$ cat src/inc/pcu_pkg.sv
/*
 pin-change interrupt unit: shared constants, register map and types.
 assumes registers sit on a 32-bit AXI4-Lite bus, one aligned word each,
 byte address four times the register index.
*/
package pcu_pkg;
    localparam int PCU_NUM_GROUPS = 4;
    localparam int PCU_GROUP_WIDTH = 8;
    localparam int PCU_NUM_PINS = 32;
    localparam int PCU_SYNC_STAGES = 2;
    localparam int PCU_ADDR_W = 12;

    typedef logic [PCU_ADDR_W-1:0] pcu_addr_t;
    typedef logic [31:0] pcu_data_t;
    typedef logic [3:0] pcu_strb_t;
    typedef logic [1:0] pcu_resp_t;
    typedef logic [PCU_GROUP_WIDTH-1:0] pcu_byte_t;
    typedef logic [PCU_NUM_GROUPS-1:0] pcu_group_t;

    // register indices
    localparam logic [7:0] PCU_IDX_MASK0 = 8'h6b;
    localparam logic [7:0] PCU_IDX_MASK1 = 8'h6c;
    localparam logic [7:0] PCU_IDX_MASK2 = 8'h6d;
    localparam logic [7:0] PCU_IDX_MASK3 = 8'h73;
    localparam logic [7:0] PCU_IDX_ENABLES = 8'h68;
    localparam logic [7:0] PCU_IDX_FLAGS = 8'h70;
    localparam logic [7:0] PCU_IDX_CTRL = 8'h71;

    // byte addresses
    localparam pcu_addr_t PCU_ADDR_MASK0 = {2'h0, PCU_IDX_MASK0, 2'h0};
    localparam pcu_addr_t PCU_ADDR_MASK1 = {2'h0, PCU_IDX_MASK1, 2'h0};
    localparam pcu_addr_t PCU_ADDR_MASK2 = {2'h0, PCU_IDX_MASK2, 2'h0};
    localparam pcu_addr_t PCU_ADDR_MASK3 = {2'h0, PCU_IDX_MASK3, 2'h0};
    localparam pcu_addr_t PCU_ADDR_ENABLES = {2'h0, PCU_IDX_ENABLES, 2'h0};
    localparam pcu_addr_t PCU_ADDR_FLAGS = {2'h0, PCU_IDX_FLAGS, 2'h0};
    localparam pcu_addr_t PCU_ADDR_CTRL = {2'h0, PCU_IDX_CTRL, 2'h0};

    // fields
    localparam int PCU_CTRL_GIE_BIT = 0;

    // values after reset
    localparam pcu_byte_t PCU_RST_MASK = 8'h00;
    localparam pcu_group_t PCU_RST_ENABLES = 4'h0;
    localparam pcu_group_t PCU_RST_FLAGS = 4'h0;
    localparam logic PCU_RST_GIE = 1'h0;

    localparam pcu_resp_t PCU_RESP_OKAY = 2'h0;
    localparam pcu_resp_t PCU_RESP_SLVERR = 2'h2;
endpackage

$ cat src/inc/pcu_chg_if.sv
/*
 carrier between the pin detector and the interrupt core.
 assumes both ends run on the same clock.
*/
`timescale 1ns/1ps
interface pcu_chg_if #(parameter int N = 32);
    logic [N-1:0] level;
    logic [N-1:0] change;
    modport src (output level, output change);
    modport dst (input level, input change);
endinterface

$ cat src/hdl/pcu_pin_detect.sv
/*
 pin synchroniser and any-edge detector for a bank of pins.
 assumes pins are asynchronous to clk; output pulses last one cycle.
*/
`timescale 1ns/1ps
module pcu_pin_detect #(
    parameter int N = 32
) (
    // clock and reset
    input wire logic clk,
    input wire logic rst,
    // pins
    input wire logic [N-1:0] pins,
    // detected changes
    pcu_chg_if.src chg
);
    import pcu_pkg::*;

    logic [N-1:0] meta;
    logic [N-1:0] sync;
    logic [N-1:0] prev;
    logic [N-1:0] next_change;

    // change = synced level differs from last sample, either direction
    always_comb begin
        next_change = sync ^ prev;
    end

    // two stages stand in for the asynchronous detector of the part
    always_ff @(posedge clk or posedge rst) begin
        if (rst) begin
            meta <= '0;
            sync <= '0;
            prev <= '0;
        end else begin
            meta <= pins;
            sync <= meta;
            prev <= sync;
        end
    end

    assign chg.level = sync;
    assign chg.change = next_change;
endmodule

$ cat src/hdl/pcu_top.sv
/*
 pin-change interrupt unit: 32 pins in four groups, masks, group
 enables, sticky group flags and one request line per group vector.
 assumes an AXI4-Lite master on clk and a processor that pulses
 vector_taken for one cycle when it enters a group's service routine.
*/
// Functional notes
// - group 1 active only with its enable bit 1 and global enable.
// - unmasked change on pins 8..15 is a group 1 cause, vector 1.
// - group 0 active only with its enable bit 0 and global enable.
// - unmasked change on pins 0..7 requests the group 0 vector.
// - change on pins 24..31 sets flag bit 3.
// - change on pins 16..23 sets flag bit 2.
// - change on pins 8..15 sets flag bit 1.
// - change on pins 0..7 sets flag bit 0.
// - flag, group enable and global enable together raise the vector.
// - entering a group's service routine clears its flag.
// - writing one clears a flag; writing zero leaves it.
// - pins 24..31 detect only with mask three bit and group 3 enable.
// - pins 16..23 detect only with mask two bit and group 2 enable.
// - pins 8..15 detect only with mask one bit and group 1 enable.
// - pins 0..7 detect only with mask zero bit and group 0 enable.
// - a pin with its mask bit clear never contributes.
// - group 3 active only with enable bit 3 and global enable.
// - group 2 active only with enable bit 2 and global enable.
// - all 32 pins are watched for change independent of software.
`timescale 1ns/1ps
module pcu_top (
    // clock and reset
    input wire logic clk,
    input wire logic rst,
    // pins
    input wire logic [pcu_pkg::PCU_NUM_PINS-1:0] change_source_pins,
    // processor vector interface
    input wire pcu_pkg::pcu_group_t vector_taken,
    output pcu_pkg::pcu_group_t vector_req,
    // axi4-lite write address
    input wire logic s_axi_awvalid,
    output logic s_axi_awready,
    input wire pcu_pkg::pcu_addr_t s_axi_awaddr,
    // axi4-lite write data
    input wire logic s_axi_wvalid,
    output logic s_axi_wready,
    input wire pcu_pkg::pcu_data_t s_axi_wdata,
    input wire pcu_pkg::pcu_strb_t s_axi_wstrb,
    // axi4-lite write response
    output logic s_axi_bvalid,
    input wire logic s_axi_bready,
    output pcu_pkg::pcu_resp_t s_axi_bresp,
    // axi4-lite read address
    input wire logic s_axi_arvalid,
    output logic s_axi_arready,
    input wire pcu_pkg::pcu_addr_t s_axi_araddr,
    // axi4-lite read data
    output logic s_axi_rvalid,
    input wire logic s_axi_rready,
    output pcu_pkg::pcu_data_t s_axi_rdata,
    output pcu_pkg::pcu_resp_t s_axi_rresp
);
    import pcu_pkg::*;

    pcu_chg_if #(.N(PCU_NUM_PINS)) u_chg_bus ();

    pcu_pin_detect #(.N(PCU_NUM_PINS)) u_detect (
        .clk(clk),
        .rst(rst),
        .pins(change_source_pins),
        .chg(u_chg_bus.src)
    );

    // register state
    pcu_byte_t mask [PCU_NUM_GROUPS];
    pcu_byte_t next_mask [PCU_NUM_GROUPS];
    pcu_group_t enables;
    pcu_group_t next_enables;
    pcu_group_t flags;
    pcu_group_t next_flags;
    logic gie;
    logic next_gie;
    pcu_group_t next_vector_req;
    pcu_group_t group_set;
    pcu_group_t w1c_clear;

    // bus state
    logic aw_have;
    logic next_aw_have;
    logic w_have;
    logic next_w_have;
    pcu_addr_t aw_addr;
    pcu_addr_t next_aw_addr;
    pcu_data_t w_data;
    pcu_data_t next_w_data;
    pcu_strb_t w_strb;
    pcu_strb_t next_w_strb;
    logic do_write;
    logic next_awready;
    logic next_wready;
    logic next_bvalid;
    pcu_resp_t next_bresp;
    logic next_arready;
    logic next_rvalid;
    pcu_data_t next_rdata;
    pcu_resp_t next_rresp;
    logic wr_mapped;

    // write channels: address and data are held apart and joined later,
    // so the master may present them in either order
    always_comb begin
        next_aw_have = aw_have;
        next_w_have = w_have;
        next_aw_addr = aw_addr;
        next_w_data = w_data;
        next_w_strb = w_strb;
        next_bvalid = s_axi_bvalid;
        next_bresp = s_axi_bresp;
        do_write = aw_have && w_have && !s_axi_bvalid;
        if (s_axi_bvalid && s_axi_bready) begin
            next_bvalid = 1'b0;
        end
        if (do_write) begin
            next_aw_have = 1'b0;
            next_w_have = 1'b0;
            next_bvalid = 1'b1;
            next_bresp = wr_mapped ? PCU_RESP_OKAY : PCU_RESP_SLVERR;
        end
        if (s_axi_awvalid && s_axi_awready) begin
            next_aw_have = 1'b1;
            next_aw_addr = s_axi_awaddr;
        end
        if (s_axi_wvalid && s_axi_wready) begin
            next_w_have = 1'b1;
            next_w_data = s_axi_wdata;
            next_w_strb = s_axi_wstrb;
        end
        next_awready = !next_aw_have;
        next_wready = !next_w_have;
    end

    always_ff @(posedge clk or posedge rst) begin
        if (rst) begin
            aw_have <= 1'b0;
            w_have <= 1'b0;
            aw_addr <= '0;
            w_data <= '0;
            w_strb <= '0;
            s_axi_awready <= 1'b0;
            s_axi_wready <= 1'b0;
            s_axi_bvalid <= 1'b0;
            s_axi_bresp <= PCU_RESP_OKAY;
        end else begin
            aw_have <= next_aw_have;
            w_have <= next_w_have;
            aw_addr <= next_aw_addr;
            w_data <= next_w_data;
            w_strb <= next_w_strb;
            s_axi_awready <= next_awready;
            s_axi_wready <= next_wready;
            s_axi_bvalid <= next_bvalid;
            s_axi_bresp <= next_bresp;
        end
    end

    // read channel: one read in flight, data one cycle after the address
    always_comb begin
        next_rvalid = s_axi_rvalid;
        next_rdata = s_axi_rdata;
        next_rresp = s_axi_rresp;
        if (s_axi_rvalid && s_axi_rready) begin
            next_rvalid = 1'b0;
        end
        if (s_axi_arvalid && s_axi_arready) begin
            next_rvalid = 1'b1;
            next_rresp = PCU_RESP_OKAY;
            next_rdata = '0;
            case (s_axi_araddr)
                PCU_ADDR_MASK0: next_rdata[7:0] = mask[0];
                PCU_ADDR_MASK1: next_rdata[7:0] = mask[1];
                PCU_ADDR_MASK2: next_rdata[7:0] = mask[2];
                PCU_ADDR_MASK3: next_rdata[7:0] = mask[3];
                PCU_ADDR_ENABLES: next_rdata[3:0] = enables;
                PCU_ADDR_FLAGS: next_rdata[3:0] = flags;
                PCU_ADDR_CTRL: next_rdata[PCU_CTRL_GIE_BIT] = gie;
                default: next_rresp = PCU_RESP_SLVERR;
            endcase
        end
        next_arready = !next_rvalid;
    end

    always_ff @(posedge clk or posedge rst) begin
        if (rst) begin
            s_axi_arready <= 1'b0;
            s_axi_rvalid <= 1'b0;
            s_axi_rdata <= '0;
            s_axi_rresp <= PCU_RESP_OKAY;
        end else begin
            s_axi_arready <= next_arready;
            s_axi_rvalid <= next_rvalid;
            s_axi_rdata <= next_rdata;
            s_axi_rresp <= next_rresp;
        end
    end

    // software registers; only byte lane 0 carries data
    always_comb begin
        next_mask = mask;
        next_enables = enables;
        next_gie = gie;
        w1c_clear = '0;
        wr_mapped = 1'b1;
        case (aw_addr)
            PCU_ADDR_MASK0,
            PCU_ADDR_MASK1,
            PCU_ADDR_MASK2,
            PCU_ADDR_MASK3,
            PCU_ADDR_ENABLES,
            PCU_ADDR_FLAGS,
            PCU_ADDR_CTRL: wr_mapped = 1'b1;
            default: wr_mapped = 1'b0;
        endcase
        if (do_write && w_strb[0]) begin
            case (aw_addr)
                PCU_ADDR_MASK0: next_mask[0] = w_data[7:0];
                PCU_ADDR_MASK1: next_mask[1] = w_data[7:0];
                PCU_ADDR_MASK2: next_mask[2] = w_data[7:0];
                PCU_ADDR_MASK3: next_mask[3] = w_data[7:0];
                PCU_ADDR_ENABLES: next_enables = w_data[3:0];
                PCU_ADDR_FLAGS: w1c_clear = w_data[3:0];
                PCU_ADDR_CTRL: next_gie = w_data[PCU_CTRL_GIE_BIT];
                default: next_gie = gie;
            endcase
        end
    end

    // group causes, flags and vector requests
    always_comb begin
        for (int g = 0; g < PCU_NUM_GROUPS; g++) begin
            // masked-off pins and disabled groups never set a flag
            group_set[g] = (|(u_chg_bus.change[g*PCU_GROUP_WIDTH +:
                PCU_GROUP_WIDTH] & mask[g])) && enables[g];
        end
        // set wins over a same-cycle clear so no change is lost
        next_flags = (flags & ~(w1c_clear | vector_taken)) | group_set;
        next_vector_req = flags & enables & {PCU_NUM_GROUPS{gie}};
    end

    always_ff @(posedge clk or posedge rst) begin
        if (rst) begin
            for (int g = 0; g < PCU_NUM_GROUPS; g++) begin
                mask[g] <= PCU_RST_MASK;
            end
            enables <= PCU_RST_ENABLES;
            flags <= PCU_RST_FLAGS;
            gie <= PCU_RST_GIE;
            vector_req <= '0;
        end else begin
            mask <= next_mask;
            enables <= next_enables;
            flags <= next_flags;
            gie <= next_gie;
            vector_req <= next_vector_req;
        end
    end
endmodule

$ cat config.mk
export PLATFORM = sky130hd
export DESIGN_NAME = pcu_top
export DESIGN_NICKNAME = d
export VERILOG_FILES = /design/src/inc/pcu_pkg.sv /design/src/inc/pcu_chg_if.sv /design/src/hdl/pcu_pin_detect.sv /design/src/hdl/pcu_top.sv
export SDC_FILE = /design/constraint.sdc
export NUM_CORES = 1
export LEC_CHECK = 0
export BUFFER_PORTS_ARGS = -buffer_cell sky130_fd_sc_hd__buf_2
export CORE_ASPECT_RATIO = 0.8
export CORE_MARGIN = 2
export CORE_UTILIZATION = 54
export CTS_CLUSTER_SIZE = 14
export DETAILED_ROUTE_END_ITERATION = 12
export PLACE_DENSITY_LB_ADDON = 0.25
export SYNTH_ARGS = -nofsm -noshare
export SYNTH_HDL_FRONTEND = slang
export SYNTH_SLANG_ARGS = --single-unit
$ cat constraint.sdc
create_clock -name clk -period 7.3 [get_ports clk]
set_input_delay 0.73 -clock clk [delete_from_list [all_inputs] [get_ports clk]]
set_output_delay 0.73 -clock clk [all_outputs]
set_load 0.02 [all_outputs]
==> metrics.txt <==
outcome finished clean; Hold WS 0.3466 ns; core area 12,120 um^2; crit path cell chain nor4b_4, nand2_2, or3_4, or3_1, mux2_4; hold path start u_detect.meta[26]; CTS Buf Count 17; CTS Hold Bufs 0; minimum clock period after layout around 2.3 ns; die area between 10,000 and 15,000 um^2; CP Data Arrival Time 2.61 ns; first-pass GRT wire length 20,260 um; #FFs+latches synth between 150 and 200; Synth Instances 459; Crit Path Class register to register; Initial Util a little under three fifths; mapped cell area about 6700 um^2; pwr/cell area around 300 nW/um^2; Avg Vias per Cell around 5.4; all-layer global routing usage about a fifth; RSZ-0062 raised after global routing false; crit path launch aw_addr[9]; Yosys top cell area share about two thirds; worst hold path class register to register; drt total wl between 10,000 and 15,000 um; Setup TNS Final 0 ns; final hold vios 0; largest net degree at the start of global routing roughly 90; CTS Root Buffer Type clkbuf_16; Leak about 3.8 nW; Starting DRT DRC Count between 200 and 250; R2R depth 5; Clock Latency Late Sink between 0.4 and 0.5 ns; vias in the first global route 3,965; Avg WL per Cell around 17 um; Final setup viols 0; std cell rows 36; period utilization a little under a third; global route total overflow 0; synthesized area per cell 14.57 um^2; fillers 877; layout cells sized above 1 about a third; CP Max Fanout 8; CTS H-tree depth 4; Yosys cell types 46; VDD IR-drop max between 0.2 and 0.3 mV; clk slew on worst S/H paths roughly 0.07 ns; startpoint types register; drt first pass iters 4; cts repair resizes 0; Synth-to-Final Area Change 17.57%; Slowest-stage cell, CP or3_1; Reg-to-Reg Start aw_addr[9]; sequential fraction of the synthesis area around 67%; Yosys warnings 0; initial antenna violation count 0; largest cells by area after synthesis dfrtp_1 67%, mux2_2 8.8%, xor2_1 4.2%; critical path's largest stage delay about 0.59 ns; ys async rst share 100.0%; Critical Path RT between 7 and 8 ns; Crit. End Element register; skew final about 0.012 ns; chip height 103.5 um; relative slew slack 27.42%; Final Max Tran Viols 0; routed vias 3,934; Max-cap violations 0; Placer Congestion between 0.8 and 0.9; Detail Placement HPWL approximately 8800 um; Final ANT Viol Nets 0; hold depth 0; post-CTS repair timing setup buffer count 0; top_reg_cell synth dfrtp_1; I/O pins between 100 and 150; Die W between 100 and 150 um; Max Buffers Root-to-Sink 2; fmax 434.2 MHz; CTS tree done; # DRC 0; CTS sink count ~180; dominant cell type by area after synthesis dfrtp_1; Port Buf Inserts 94; actual slew at the worst max-slew pin about 1.1 ns; final net count between 600 and 700; Post-synth EDFFs 0; diode count 0
==> routing by layer <==
layer / share of wire, % / up-vias / wire length, um / global-route usage, %
met3: 6.9 / 14 / 864 / 6.095
met5: 0 / - / 0 / 0
li1: - / 1786 / - / -
met1: 45 / 1982 / 5595 / 28.69
met2: 47 / 152 / 5865 / 30.02
met4: 1.5 / 0 / 182 / 7.378
==> per-stage QoR <==
step                      util (%)  cells  instance area (um^2)  total power [mW]  setup slack, ns
after floorplan                  -    484                  6780             1.375            1.711
after global placement       59.62    698                  7224             1.445            4.769
after detailed placement     59.62    698                  7224             1.465            4.704
after CTS                    64.88    730                  7861             2.438            5.011
after global routing         64.88    730                  7861             2.522            4.873
final                        64.88    730                  7861             2.412            4.997
==> cell families after synthesis <==
kind of cell / share of synthesized area (%)
buf+inv: 4.098
other cells: 0.05608
compound gates: 6.737
xor+xnor: 4.192
simple gates: 6.325
flops: 66.99
mux: 11.60
==> sequential cells by signal, indices dropped and copies added, names as in the netlist, 4 cells and up <==
register / cells
s_axi_rdata: 8
aw_addr: 12
u_detect.prev: 32
u_detect.meta: 32
mask: 32
vector_req: 4
enables: 4
w_data: 8
u_detect.chg.level: 32
flags: 4
==> layout make-up <==
cell class	instances	area, um^2	area share (%)
Clock buffer	17	425.4	5.411
Sequential cell	179	4479	56.98
Multi-Input combinational cell	260	2027	25.78
Timing Repair Buffer	95	478.0	6.080
Inverter	12	50.05	0.6366
Clock inverter	15	211.5	2.690
Tap cell	152	190.2	2.419
==> cell usage after synthesis (2+ instances only) <==
cell / number
a31oi_1: 3
nand4_1: 6
nor3_1: 8
a22o_1: 4
nor4_1: 2
nand2b_1: 3
a22oi_1: 20
xor2_1: 32
and3_1: 7
nor2b_1: 2
a21oi_1: 2
buf_4: 26
clkbuf_1: 4
o21ai_0: 10
a211o_1: 2
mux2_2: 52
mux2_4: 8
buf_1: 2
o22a_1: 4
mux2i_1: 7
nor2_1: 8
a211oi_1: 2
dfrtp_1: 179
inv_1: 12
nand2_1: 21
a32o_1: 8
nor3b_1: 2
nand3_1: 5
==> worst paths after layout <==
kind	end	slack (ns)
setup / recovery	mask[15]	5.00
min in group asynchronous	u_detect.meta[22]	0.44
hold reg to reg	u_detect.chg.level[26]	0.35
hold / removal	u_detect.chg.level[26]	0.35
setup reg to reg	mask[15]	5.00
max in group asynchronous	s_axi_rvalid	5.22
==> worst max-delay path, delay by kind of cell (launching register included) <==
| kind | cells | cell delay (ns) |
|---|---|---|
| simple gates | 4 | 1.37 |
| mux | 1 | 0.39 |
| flops | 1 | 0.41 |
==> placed cells by master (no fill, tap or decap), drive strengths merged, types with 2 or more instances in the layout <==
cell type / n
a211o: 2
a211oi: 2
a21oi: 2
a22o: 4
a22oi: 20
a31oi: 3
a32o: 8
and3: 7
buf: 95
bufinv: 3
clkbuf: 17
clkinv: 3
conb: 26
dfrtp: 179
inv: 20
mux2: 60
mux2i: 7
nand2: 22
nand2b: 3
nand3: 5
nand4: 6
nor2: 9
nor2b: 2
nor3: 8
nor3b: 2
nor4: 3
o21ai: 10
o22a: 4
or3: 2
xor2: 32
==> power by group <==
| part | internal, mW | switching, mW | leakage, nW | total [mW] |
|---|---|---|---|---|
| logic | 0.112 | 0.132 | 1.30 | 0.244 |
| registers | 1.10 | 0.109 | 2.21 | 1.20 |
| clock network | 0.556 | 0.407 | 0.309 | 0.963 |
| total | 1.76 | 0.648 | 3.82 | 2.41 |
No activity file was read; power rests on OpenSTA's default activity.
